==> config.mk <==
export PLATFORM = sky130hd
export DESIGN_NAME = tcc_temp_comp
export DESIGN_NICKNAME = d
export VERILOG_FILES = /design/src/tcc_pkg.sv /design/src/tcc_temp_comp.sv
export SDC_FILE = /design/constraint.sdc
export NUM_CORES = 1
export LEC_CHECK = 0
export ABC_AREA = 1
export BUFFER_PORTS_ARGS = -buffer_cell sky130_fd_sc_hd__buf_2
export CAP_MARGIN = 25
export CORE_MARGIN = 8
export CORE_UTILIZATION = 35
export DETAILED_ROUTE_END_ITERATION = 8
export GPL_TIMING_DRIVEN = 0
export MAX_ROUTING_LAYER = met4
export PLACE_DENSITY = 0.58
export REMOVE_ABC_BUFFERS = 1
export SLEW_MARGIN = 40
export SYNTH_ARGS = -nofsm -noshare
export SYNTH_HDL_FRONTEND = slang
export SYNTH_SLANG_ARGS = --single-unit
==> constraint.sdc <==
create_clock -name clk -period 19.55 [get_ports clk]
set_clock_uncertainty 0.2 [all_clocks]
set_input_delay 3.91 -clock clk [delete_from_list [all_inputs] [get_ports clk]]
set_output_delay 3.91 -clock clk [all_outputs]
set_load 0.01 [all_outputs]
==> src/tcc_pkg.sv <==
package tcc_pkg;
  localparam logic [6:0]  DEV_ID         = 7'h6f;
  localparam logic [7:0]  ADDR_CTRL      = 8'h20;
  localparam logic [7:0]  ADDR_INIT_TRIM = 8'h21;
  localparam logic [7:0]  ADDR_INIT_SCL  = 8'h22;
  localparam logic [7:0]  ADDR_COLD      = 8'h23;
  localparam logic [7:0]  ADDR_TEMP_LOW  = 8'h28;
  localparam logic [7:0]  ADDR_TEMP_HIGH = 8'h29;
  localparam logic [7:0]  ADDR_NET_LOW   = 8'h2a;
  localparam logic [7:0]  ADDR_NET_HIGH  = 8'h2b;
  localparam logic [7:0]  ADDR_TURNOVER  = 8'h2c;
  localparam logic [7:0]  ADDR_HOT       = 8'h2d;
  localparam logic [7:0]  ADDR_LAST      = 8'h2f;
  localparam int          CTRL_TSE_BIT   = 0;
  localparam int          TURN_SIGN_BIT  = 4;
  localparam logic [9:0]  TURNOVER_BASE  = 10'h254;
  localparam logic [9:0]  TEMP_CODE_MIN  = 10'h1be;
  localparam logic [9:0]  TEMP_CODE_MAX  = 10'h2d6;
  localparam logic [9:0]  TEMP_CODE_RST  = 10'h254;
  localparam int          THERM_SHIFT    = 12;
  localparam logic [15:0] DIG_TRIM_BIAS  = 16'h0010;
  localparam logic [4:0]  TURNOVER_RST   = 5'h00;
  localparam logic [6:0]  HOT_RST        = 7'h00;
  localparam logic [6:0]  COLD_RST       = 7'h00;
  localparam logic [5:0]  INIT_TRIM_RST  = 6'h00;
  localparam logic [4:0]  INIT_SCL_RST   = 5'h00;
  localparam logic        TSE_RST        = 1'b0;
  localparam int          CLK_PERIOD_NS  = 100;
  localparam int          CONV_PERIOD_MS = 500;
  localparam int          CONV_CYCLES    = CONV_PERIOD_MS * 1000000 / CLK_PERIOD_NS;
endpackage

==> src/tcc_temp_comp.sv <==
`timescale 1ns/1ps
// Notes on behaviour
// RULE_01 - Temperature code is ten bits, twice kelvin
// RULE_02 - Low byte bits 7:0, high byte bits 9:8
// RULE_03 - Reported code averages two successive conversions
// RULE_04 - Software: celsius equals code halved minus 273
// RULE_05 - Code stays between 446 and 726
// RULE_06 - Convert only while sense enable is one
// RULE_07 - Net correction is twice the ppm correction
// RULE_08 - Net equals initial plus thermal correction
// RULE_09 - Thermal: coefficient times delta squared over 4096
// RULE_10 - Hot coefficient at or above turnover, else cold
// RULE_11 - Turnover reference is 596 plus setting
// RULE_12 - Coefficients are magnitude times 2048, seven bits
// RULE_13 - Turnover setting is sign magnitude half degrees
// RULE_14 - Turnover preset recalled at power-up, read only
// RULE_15 - Hot coefficient preset recalled, read only
// RULE_16 - Net matches twice scale times trim minus digital
// RULE_17 - Serial slave, word address, auto increment
// RULE_18 - Recompute net on each new averaged code
module tcc_temp_comp #(
  parameter int CONV_CYCLES = tcc_pkg::CONV_CYCLES
) (
  input  wire logic        clk,
  input  wire logic        sys_rst,
  input  wire logic        scl_in,
  input  wire logic        sda_in,
  output wire logic        sda_out,
  output wire logic        sda_oe_n,
  input  wire logic [4:0]  preset_turnover,
  input  wire logic [6:0]  preset_hot,
  output wire logic        conv_req,
  input  wire logic        conv_done,
  input  wire logic [9:0]  conv_code,
  output wire logic [15:0] osc_trim,
  output wire logic [5:0]  analog_trim,
  output wire logic [15:0] digital_trim
);

  typedef enum logic [3:0] {
    TCC_IDLE, TCC_DEV, TCC_ACK_DEV, TCC_WADDR, TCC_ACK_ADDR,
    TCC_WDATA, TCC_ACK_WR, TCC_RDATA, TCC_RACK
  } tcc_bus_type;

  typedef struct packed {
    logic        scl_s1;
    logic        scl_s2;
    logic        scl_s3;
    logic        sda_s1;
    logic        sda_s2;
    logic        sda_s3;
    tcc_bus_type st;
    logic [3:0]  bit_cnt;
    logic [7:0]  shift;
    logic        rw;
    logic [7:0]  ptr;
    logic        drv;
    logic        temp_sense_enable;
    logic [5:0]  init_trim;
    logic [4:0]  init_scale;
    logic [6:0]  cold;
    logic [4:0]  turnover;
    logic [6:0]  hot;
    logic        recalled;
    logic [23:0] conv_cnt;
    logic        conv_req;
    logic        half;
    logic [9:0]  first_code;
    logic [9:0]  temp_code;
    logic [15:0] net;
    logic [15:0] dig_trim;
  } tcc_state_type;

  tcc_state_type st_r;
  tcc_state_type st_nxt;

  // Pointer wraps from the last register back to zero
  function automatic logic [7:0] next_ptr(input logic [7:0] p);
    next_ptr = (p >= tcc_pkg::ADDR_LAST) ? 8'h00 : p + 8'h01; // RULE_17
  endfunction

  // Unmapped addresses read as zero
  function automatic logic [7:0] read_reg(input tcc_state_type s, input logic [7:0] a);
    case (a)
      tcc_pkg::ADDR_CTRL:      read_reg = {7'h00, s.temp_sense_enable};
      tcc_pkg::ADDR_INIT_TRIM: read_reg = {2'h0, s.init_trim};
      tcc_pkg::ADDR_INIT_SCL:  read_reg = {3'h0, s.init_scale};
      tcc_pkg::ADDR_COLD:      read_reg = {1'h0, s.cold};
      tcc_pkg::ADDR_TEMP_LOW:  read_reg = s.temp_code[7:0]; // RULE_02
      tcc_pkg::ADDR_TEMP_HIGH: read_reg = {6'h00, s.temp_code[9:8]}; // RULE_02
      tcc_pkg::ADDR_NET_LOW:   read_reg = s.net[7:0];
      tcc_pkg::ADDR_NET_HIGH:  read_reg = s.net[15:8];
      tcc_pkg::ADDR_TURNOVER:  read_reg = {3'h0, s.turnover};
      tcc_pkg::ADDR_HOT:       read_reg = {1'h0, s.hot};
      default:                 read_reg = 8'h00;
    endcase
  endfunction

  logic               scl_rise;
  logic               scl_fall;
  logic               bus_start;
  logic               bus_stop;
  logic [7:0]         rd_byte;
  logic [9:0]         sum_half;
  logic [10:0]        avg_sum;
  logic [9:0]         avg_code;
  logic signed [10:0] t0;
  logic signed [10:0] dt;
  logic [21:0]        sq;
  logic [6:0]         alpha;
  logic [28:0]        prod;
  logic signed [15:0] therm;
  logic signed [15:0] initial_corr;
  logic signed [15:0] net_new;
  logic signed [15:0] scale_trim;

  always_comb
  begin
    st_nxt = st_r;
    // Two flops synchronise the pins; the third only serves edge detection
    st_nxt.scl_s1 = scl_in;
    st_nxt.scl_s2 = st_r.scl_s1;
    st_nxt.scl_s3 = st_r.scl_s2;
    st_nxt.sda_s1 = sda_in;
    st_nxt.sda_s2 = st_r.sda_s1;
    st_nxt.sda_s3 = st_r.sda_s2;
    // START and STOP are SDA edges while SCL stays high
    scl_rise  = st_r.scl_s2 & ~st_r.scl_s3;
    scl_fall  = ~st_r.scl_s2 & st_r.scl_s3;
    bus_start = st_r.scl_s2 & st_r.scl_s3 & ~st_r.sda_s2 & st_r.sda_s3;
    bus_stop  = st_r.scl_s2 & st_r.scl_s3 & st_r.sda_s2 & ~st_r.sda_s3;
    rd_byte   = read_reg(st_r, st_r.ptr);

    // Presets load once on the first edge after reset release
    if (!st_r.recalled)
    begin
      st_nxt.recalled = 1'b1;
      st_nxt.turnover = preset_turnover; // RULE_14
      st_nxt.hot      = preset_hot; // RULE_15
    end

    // Serial register port
    if (bus_start)
    begin
      st_nxt.st      = TCC_DEV;
      st_nxt.bit_cnt = 4'h0;
      st_nxt.drv     = 1'b0;
    end
    else if (bus_stop)
    begin
      st_nxt.st  = TCC_IDLE;
      st_nxt.drv = 1'b0;
    end
    else
    begin
      unique case (st_r.st)
        TCC_IDLE: ;
        TCC_DEV, TCC_WADDR, TCC_WDATA:
        begin
          if (scl_rise)
          begin
            st_nxt.shift   = {st_r.shift[6:0], st_r.sda_s2};
            st_nxt.bit_cnt = st_r.bit_cnt + 4'h1;
          end
          else if (scl_fall && st_r.bit_cnt == 4'h8)
          begin
            st_nxt.drv = 1'b1;
            if (st_r.st == TCC_DEV)
            begin
              if (st_r.shift[7:1] == tcc_pkg::DEV_ID) // RULE_17
              begin
                st_nxt.rw = st_r.shift[0];
                st_nxt.st = TCC_ACK_DEV;
              end
              else
              begin
                st_nxt.drv = 1'b0;
                st_nxt.st  = TCC_IDLE;
              end
            end
            else if (st_r.st == TCC_WADDR)
            begin
              st_nxt.ptr = st_r.shift; // RULE_17
              st_nxt.st  = TCC_ACK_ADDR;
            end
            else
            begin
              // Only the control, trim, scale and cold registers take writes
              unique case (st_r.ptr)
                tcc_pkg::ADDR_CTRL:      st_nxt.temp_sense_enable = st_r.shift[tcc_pkg::CTRL_TSE_BIT];
                tcc_pkg::ADDR_INIT_TRIM: st_nxt.init_trim = st_r.shift[5:0];
                tcc_pkg::ADDR_INIT_SCL:  st_nxt.init_scale = st_r.shift[4:0];
                tcc_pkg::ADDR_COLD:      st_nxt.cold = st_r.shift[6:0];
                default: ; // RULE_14 RULE_15
              endcase
              st_nxt.ptr = next_ptr(st_r.ptr); // RULE_17
              st_nxt.st  = TCC_ACK_WR;
            end
          end
        end
        TCC_ACK_DEV, TCC_ACK_ADDR, TCC_ACK_WR:
        begin
          if (scl_fall)
          begin
            st_nxt.bit_cnt = 4'h0;
            st_nxt.drv     = 1'b0;
            // Read: the first data bit goes out on the falling edge ending the ack
            if (st_r.st == TCC_ACK_DEV && st_r.rw)
            begin
              st_nxt.shift   = rd_byte;
              st_nxt.drv     = ~rd_byte[7];
              st_nxt.bit_cnt = 4'h1;
              st_nxt.ptr     = next_ptr(st_r.ptr); // RULE_17
              st_nxt.st      = TCC_RDATA;
            end
            else if (st_r.st == TCC_ACK_DEV)
              st_nxt.st = TCC_WADDR;
            else
              st_nxt.st = TCC_WDATA;
          end
        end
        TCC_RDATA:
        begin
          if (scl_fall)
          begin
            if (st_r.bit_cnt == 4'h8)
            begin
              st_nxt.drv = 1'b0;
              st_nxt.st  = TCC_RACK;
            end
            else
            begin
              st_nxt.shift   = {st_r.shift[6:0], 1'b0};
              st_nxt.drv     = ~st_r.shift[6];
              st_nxt.bit_cnt = st_r.bit_cnt + 4'h1;
            end
          end
        end
        TCC_RACK:
        begin
          // Master NACK ends the read; an ACK fetches the next byte
          if (scl_rise && st_r.sda_s2)
            st_nxt.st = TCC_IDLE;
          else if (scl_fall)
          begin
            st_nxt.shift   = rd_byte;
            st_nxt.drv     = ~rd_byte[7];
            st_nxt.bit_cnt = 4'h1;
            st_nxt.ptr     = next_ptr(st_r.ptr); // RULE_17
            st_nxt.st      = TCC_RDATA;
          end
        end
      endcase
    end

    // Conversion scheduling
    // Clearing the enable drops a half-done pair, so no stale reading is averaged
    st_nxt.conv_req = 1'b0;
    if (!st_r.temp_sense_enable)
    begin
      st_nxt.conv_cnt = 24'h000000; // RULE_06
      st_nxt.half     = 1'b0;
    end
    else if (st_r.conv_cnt >= 24'(CONV_CYCLES - 1))
    begin
      st_nxt.conv_cnt = 24'h000000;
      st_nxt.conv_req = 1'b1; // RULE_06
    end
    else
      st_nxt.conv_cnt = st_r.conv_cnt + 24'h000001;

    // Averaging, clamping and correction datapath
    sum_half = (conv_code < tcc_pkg::TEMP_CODE_MIN) ? tcc_pkg::TEMP_CODE_MIN :
               (conv_code > tcc_pkg::TEMP_CODE_MAX) ? tcc_pkg::TEMP_CODE_MAX : conv_code; // RULE_05
    avg_sum  = {1'b0, st_r.first_code} + {1'b0, sum_half};
    avg_code = avg_sum[10:1]; // RULE_01 RULE_03
    // Setting bit four moves the turnover below the base
    t0 = $signed({1'b0, tcc_pkg::TURNOVER_BASE}) +
         (st_r.turnover[tcc_pkg::TURN_SIGN_BIT] ? -$signed({7'h00, st_r.turnover[3:0]})
                                                 : $signed({7'h00, st_r.turnover[3:0]})); // RULE_11 RULE_13
    dt    = $signed({1'b0, avg_code}) - t0;
    // Delta spans roughly -165 to +145 codes
    sq    = 22'(dt * dt);
    alpha = ($signed({1'b0, avg_code}) >= t0) ? st_r.hot : st_r.cold; // RULE_10 RULE_12
    prod  = 29'({7'h00, sq} * {22'h000000, alpha});
    // Square stays under 2**15 and the product under 2**22, so the shifted value fits in 10 of the 15 bits
    therm = $signed({1'b0, prod[26:tcc_pkg::THERM_SHIFT]}); // RULE_09
    // Signed trim times scale stays well inside 16 bits
    scale_trim   = $signed({11'h000, st_r.init_scale}) * $signed({{10{st_r.init_trim[5]}}, st_r.init_trim});
    initial_corr = 16'(scale_trim <<< 1); // RULE_07 RULE_16
    net_new      = initial_corr + therm; // RULE_08

    // Two accepted results make one reported code
    if (st_r.temp_sense_enable && conv_done)
    begin
      if (!st_r.half)
      begin
        st_nxt.first_code = sum_half;
        st_nxt.half       = 1'b1;
      end
      else
      begin
        st_nxt.half      = 1'b0;
        st_nxt.temp_code = avg_code; // RULE_03
        st_nxt.net       = net_new; // RULE_18
        // Chosen so that twice (scale*trim - (digital - 16)) equals the net value with bit 0 cleared
        st_nxt.dig_trim  = tcc_pkg::DIG_TRIM_BIAS + 16'(scale_trim) - 16'(net_new >>> 1); // RULE_16
      end
    end
  end

  always_ff @(posedge clk or posedge sys_rst)
  begin
    if (sys_rst)
    begin
      st_r            <= '0;
      // Pins idle high, so the edge detectors start high and see no false START
      st_r.scl_s1     <= 1'b1;
      st_r.scl_s2     <= 1'b1;
      st_r.scl_s3     <= 1'b1;
      st_r.sda_s1     <= 1'b1;
      st_r.sda_s2     <= 1'b1;
      st_r.sda_s3     <= 1'b1;
      st_r.st         <= TCC_IDLE;
      st_r.temp_sense_enable        <= tcc_pkg::TSE_RST;
      st_r.init_trim  <= tcc_pkg::INIT_TRIM_RST;
      st_r.init_scale <= tcc_pkg::INIT_SCL_RST;
      st_r.cold       <= tcc_pkg::COLD_RST;
      st_r.turnover   <= tcc_pkg::TURNOVER_RST;
      st_r.hot        <= tcc_pkg::HOT_RST;
      st_r.temp_code  <= tcc_pkg::TEMP_CODE_RST;
      st_r.dig_trim   <= tcc_pkg::DIG_TRIM_BIAS;
    end
    else
      st_r <= st_nxt;
  end

  // Open drain: the pin is only ever pulled low
  assign sda_out      = 1'b0;
  assign sda_oe_n     = ~st_r.drv;
  assign conv_req     = st_r.conv_req;
  assign osc_trim     = st_r.net;
  assign analog_trim  = st_r.init_trim;
  assign digital_trim = st_r.dig_trim;

endmodule

; After elaboration in Yosys (flattened, before gate mapping)
; Cells that the tools add are included.
[totals]
output_inout_bits = 41
register_bits = 142
word_cells = 192
[classes]
n_addsub = 10
n_lt_le_gt_ge = 5
reduce_logical = 22
multipliers = 3
eq_ne = 46
n_bitwise = 20
n_mux = 60
[op_table]
columns = cell, n
row1 = $eq A8 B6 Y1 const B, 10
row2 = $pmux W8 S10, 1
row3 = $pmux W16 S4, 1
row4 = $mux W29, 2
row5 = $mux W53, 1
row6 = $mux W16, 3
row7 = $mux W24, 2
row8 = $mux W9, 5
row9 = $mux W42, 1
row10 = $reduce_and A8 Y1, 5
row11 = $mux W19, 2
row12 = $mux W12, 3
row13 = $mux W8, 4
row14 = $mux W10, 3
row15 = $mux W4, 7
row16 = $ne A4 B4 Y1 const B, 7
row17 = $mul A22 B7 Y27, 1
row18 = $add A24 B1 Y24 const B, 1
row19 = $ge A24 B23 Y1 const B, 1
row20 = $pmux W8 S3, 1
row21 = $mul A11 B11 Y22, 1
row22 = $ne A2 B2 Y1 const B, 11
row23 = $mux W21, 1
row24 = $reduce_and A7 Y1, 3
row25 = 40 further kinds, 89

; Longest topological paths before layout
[logic_depth]
word_depth = 11
mapped_depth = 79
depth_no_buf = 79

; Worst setup path after synthesis
; Ideal clock, no wire load.
[synth_timing]
path_kind = input -> register
start = input port conv_code[9]
end = register st_r (netlist bit digital_trim[15])
setup_time_ns = 0.095
path_stages = 68
n_path_buf = 0
t_arrival_ns = 16.971
required_ns = 19.255
path_slack_ns = 2.284
path_cell_list = inv_2 > nand2_1 > nor3_1 > nand3_1 > nand2_2 > inv_1 > o21ai_0 > inv_1 > ha_1 > inv_1 > nor3_1 > nand2_1 > nand3_1 > and2_1 > nor2_1 > o21bai_1 > xor2_1 > ha_1 > [... 32 more ...] > nand2_1 > nor4_1 > nand3_1 > o211ai_1 > xor2_1 > ha_1 > inv_1 > nor4_1 > nand3_1 > nand2_1 > xor2_1 > ha_1 > ha_1 > inv_1 > nor3_1 > a21oi_1 > and3_1 > o31ai_1
[synth_between]
elab_chain_len = 9
elab_cells_between_ends = 12
[synth_lines]
columns = element, line_no
row1 = from (decl), tcc_temp_comp.sv:34  ; input wire logic [9:0] conv_code,
row2 = $gt A10 B10 Y1, tcc_temp_comp.sv:274  ; (conv_code > tcc_pkg::TEMP_CODE_MAX) ? tcc_pkg::TEMP_CODE_MAX : conv_code;
row3 = $mux W10, tcc_temp_comp.sv:274
row4 = $mux W10 (*), tcc_temp_comp.sv:273  ; sum_half = (conv_code < tcc_pkg::TEMP_CODE_MIN) ? tcc_pkg::TEMP_CODE_MIN :
row5 = via sum_half[5], tcc_temp_comp.sv:104  ; logic [9:0] sum_half;
row6 = $add A10 B10 Y11 (*), tcc_temp_comp.sv:275  ; avg_sum = {1'b0, st_r.first_code} + {1'b0, sum_half};
row7 = via avg_sum[8], tcc_temp_comp.sv:105  ; logic [10:0] avg_sum;
row8 = $sub A11 B11 Y11 / $ge A11 B11 Y1 (equally long branches), "tcc_temp_comp.sv:281, tcc_temp_comp.sv:284"
row9 = $mul A11 B11 Y22 / $mux W7 (equally long branches), "tcc_temp_comp.sv:283, tcc_temp_comp.sv:284"
row10 = $mul A22 B7 Y27 (*), tcc_temp_comp.sv:285  ; prod = 29'({7'h00, sq} * {22'h000000, alpha});
row11 = $add A13 B16 Y16 (*), tcc_temp_comp.sv:291  ; net_new = initial_corr + therm;
row12 = $sub A13 B15 Y16 (*), tcc_temp_comp.sv:307  ; st_nxt.dig_trim = tcc_pkg::DIG_TRIM_BIAS + 16'(scale_trim) - 16'(net_new >>> 1);
row13 = to (signal assigned), tcc_temp_comp.sv:335  ; st_r <= st_nxt;
row14 = to (decl), tcc_temp_comp.sv:74  ; tcc_state_type st_r;
; Mark *: on every way through the listed nets, which the timed path passes. The rest lies on a longest branch.
; A chain may end at the register's enable or synchronous reset.

; Final worst setup path
; Ends and elaborated chain as after synthesis.

==> results.json <==
{
  "hold_viol": 0,
  "async_flop_share": 1.000,
  "grt_antenna_before_repair": 1,
  "grt_usage": 0.1685,
  "port-buffer-count": 66,
  "grt_pass1_vias": 16650,
  "r2r_cells": 62,
  "die_h_um": 251.9,
  "die_area_mm2": 0.06347,
  "clock_latency_ns": 0.45,
  "setup_violations": 0,
  "final_common_cell": "inv_1",
  "tightest_slew_ns": 0.7789,
  "synth_top_flop_cell": "dfrtp_1",
  "tritoncts": "yes",
  "avgSynthCellArea_um2": 7.598,
  "design_area_mm2": 0.02128,
  "clk_path_buf_depth": 2,
  "h-tree-depth": 4,
  "vias": 16310,
  "worstSetupPathType": "input port to flip-flop",
  "synth_cell_types": 67,
  "synthCells": 2564,
  "yosys-top-cells-area": "fa_1, dfrtp_1, ha_1",
  "holdCritPathClass": "flip-flop to flip-flop",
  "grt_pass1_wl_mm": 85.59,
  "outcome": "complete, no violations",
  "finalNetCount": 3021,
  "maxCapViolCount": 0,
  "slew_headroom": 0.4807,
  "yosysTopAreaCellShare": 0.2178,
  "initial_core_util": 0.3536,
  "cts_buffers": 17,
  "clock_sinks": 142,
  "cp_data_arrival_time_ns": 18.75,
  "drt-total-wl_mm": 50.53,
  "dpl-instance-area_mm2": 0.02037,
  "drive_above_1_share": 0.08621,
  "drt_iter0_drc": 1061,
  "layout_min_cycle_time_ns": 18.60,
  "wl_per_cell_um": 15.04,
  "yosys_warnings": 0,
  "grt-ovfl-total": 0,
  "viasPerCell": 4.856,
  "cpPeakStageDelay_ns": 0.59,
  "antenna_left": 0,
  "clockRootBuffer": "clkbuf_16",
  "period_share": 0.9512,
  "route.detailed.drc": 0,
  "hold-worst-slack_ns": 0.1566,
  "critPathLaunchType": "input port",
  "row_count": 86,
  "first_pass_iters": 5,
  "synth-seq-cells": 142,
  "area_delta_synth_final_pct": 9.248,
  "max_freq_ghz": 0.05378,
  "synth-edff-count": 0,
  "grt_max_degree": 73,
  "synth_area_leader_cell": "fa_1",
  "dpl.hpwl_mm": 41.49,
  "synth_area_mm2": 0.01948,
  "synth-seq-area-share": 0.1831,
  "ios": 68,
  "core_area_mm2": 0.05509,
  "slew_viol_final": 0,
  "clkTransAtPathRegs_ns": 0.06,
  "cp-end-kind": "flip-flop",
  "crit_fanout": 11,
  "critPathMostFrequentCell": "inv_1",
  "crit_slowest_cell": "fa_1",
  "place.gp.congestion": 0.8885,
  "hold_depth": 0,
  "die_w_um": 251.9,
  "layout_common_cells": "inv_1, nand2_1, nor2_1",
  "fillers": 5756,
  "crit_required_ns": 19.70
}
-- logic make-up after synthesis --
family / share of synthesized area
AOI/OAI and AO/OA: 0.1055
xor gates and xnor gates: 0.03674
adders and majority gates: 0.3367
buffers and inverters: 0.1291
DFF: 0.1831
other: 0.0003855
and+or+nand+nor: 0.2085
-- per-stage QoR --
stage / utilization / std cells / setup slack, ns / TNS [ns]
2_1_floorplan: - / 2494 / 2.267 / 0
3_3_place_gp: 0.3685 / 3308 / -0.08778 / -0.08778
3_5_place_dp: 0.3697 / 3310 / -0.1318 / -0.2149
4_1_cts: 0.3803 / 3342 / 0.2826 / 0
5_1_grt: 0.3863 / 3359 / -0.07824 / -0.2431
6_report: 0.3863 / 3359 / 0.9546 / 0
-- cells in the mapped netlist, types with 3 or more instances --
| cell type | count |
|---|---|
| inv_1 | 537 |
| nand2_1 | 523 |
| nor2_1 | 248 |
| fa_1 | 212 |
| ha_1 | 185 |
| dfrtp_1 | 131 |
| a21oi_1 | 130 |
| o21ai_0 | 128 |
| nand3_1 | 96 |
| xor2_1 | 53 |
| buf_4 | 43 |
| nor3_1 | 31 |
| xnor2_1 | 20 |
| clkbuf_1 | 19 |
| nand4_1 | 18 |
| inv_2 | 12 |
| dfstp_2 | 11 |
| o31ai_1 | 11 |
| o22ai_1 | 10 |
| nor4_1 | 9 |
| o21bai_1 | 9 |
| a21o_1 | 8 |
| nand2_2 | 8 |
| o21ai_1 | 8 |
| a22oi_1 | 7 |
| o21ai_2 | 7 |
| a211oi_1 | 6 |
| a31oi_1 | 6 |
| buf_2 | 6 |
| nand3_2 | 6 |
| nor2_2 | 6 |
| o211ai_1 | 5 |
| or2_2 | 4 |
| a221oi_1 | 3 |
| nor2_4 | 3 |
| nor3_2 | 3 |
| o2111ai_1 | 3 |
-- registers in the layout (all words and copies together) (netlist names) --
name          cells
digital_trim     16
analog_trim       6
conv_req          1
st_r             99
st_nxt            4
osc_trim         16
-- final timing paths --
check	startpoint	endpoint	slack (ns)
worst max-delay path	conv_code[9]	digital_trim[15]$_DFFE_PP0P_	0.95
worst min-delay path	st_nxt[140]$_DFF_PP1_	st_nxt[139]$_DFF_PP1_	0.16
worst max register to register	st_r[42]$_DFFE_PP0P_	digital_trim[15]$_DFFE_PP0P_	4.92
worst min register to register	st_nxt[140]$_DFF_PP1_	st_nxt[139]$_DFF_PP1_	0.16
max in group asynchronous	sys_rst	digital_trim[4]$_DFFE_PP1P_	15.04
min in group asynchronous	sys_rst	st_r[134]$_DFFE_PP0P_	3.31
-- routing by layer --
metal / track usage / up-vias / routed length [um] / share of wire
met3: 0.02182 / 62 / 2248 / 0.044
met2: 0.2646 / 353 / 23470 / 0.46
li1: - / 8004 / - / -
met5: - / - / 0 / 0
met4: 0.04480 / 0 / 1047 / 0.021
met1: 0.2281 / 7892 / 23760 / 0.47
-- critical path, delay by kind of cell --
family / cells / cell delay, ns
AOI/OAI and AO/OA: 11 / 2.01
xor gates and xnor gates: 5 / 0.93
buffers and inverters: 17 / 1.48
and+or+nand+nor: 22 / 3.24
adders and majority gates: 16 / 7.15
-- final cells by class --
cell class	instances	area (um2)	share of cell area
Timing Repair Buffer	84	505.5	0.02375
Multi-Input combinational cell	1802	13620	0.6398
Inverter	550	2074	0.09747
Tap cell	748	935.9	0.04397
Clock inverter	11	130.1	0.006114
Antenna cell	1	2.502	0.0001176
Clock buffer	21	450.4	0.02116
Sequential cell	142	3567	0.1676
-- timing repair --
action,in CTS,in global routing
gates resized for setup,0,38
buffers inserted,0,16
hold buffers,0,0
setup endpoints to repair,0,10
Power is left out: the tool's default activity adds up to more than one toggle a clock period on the data nets, which glitch-free logic cannot reach.
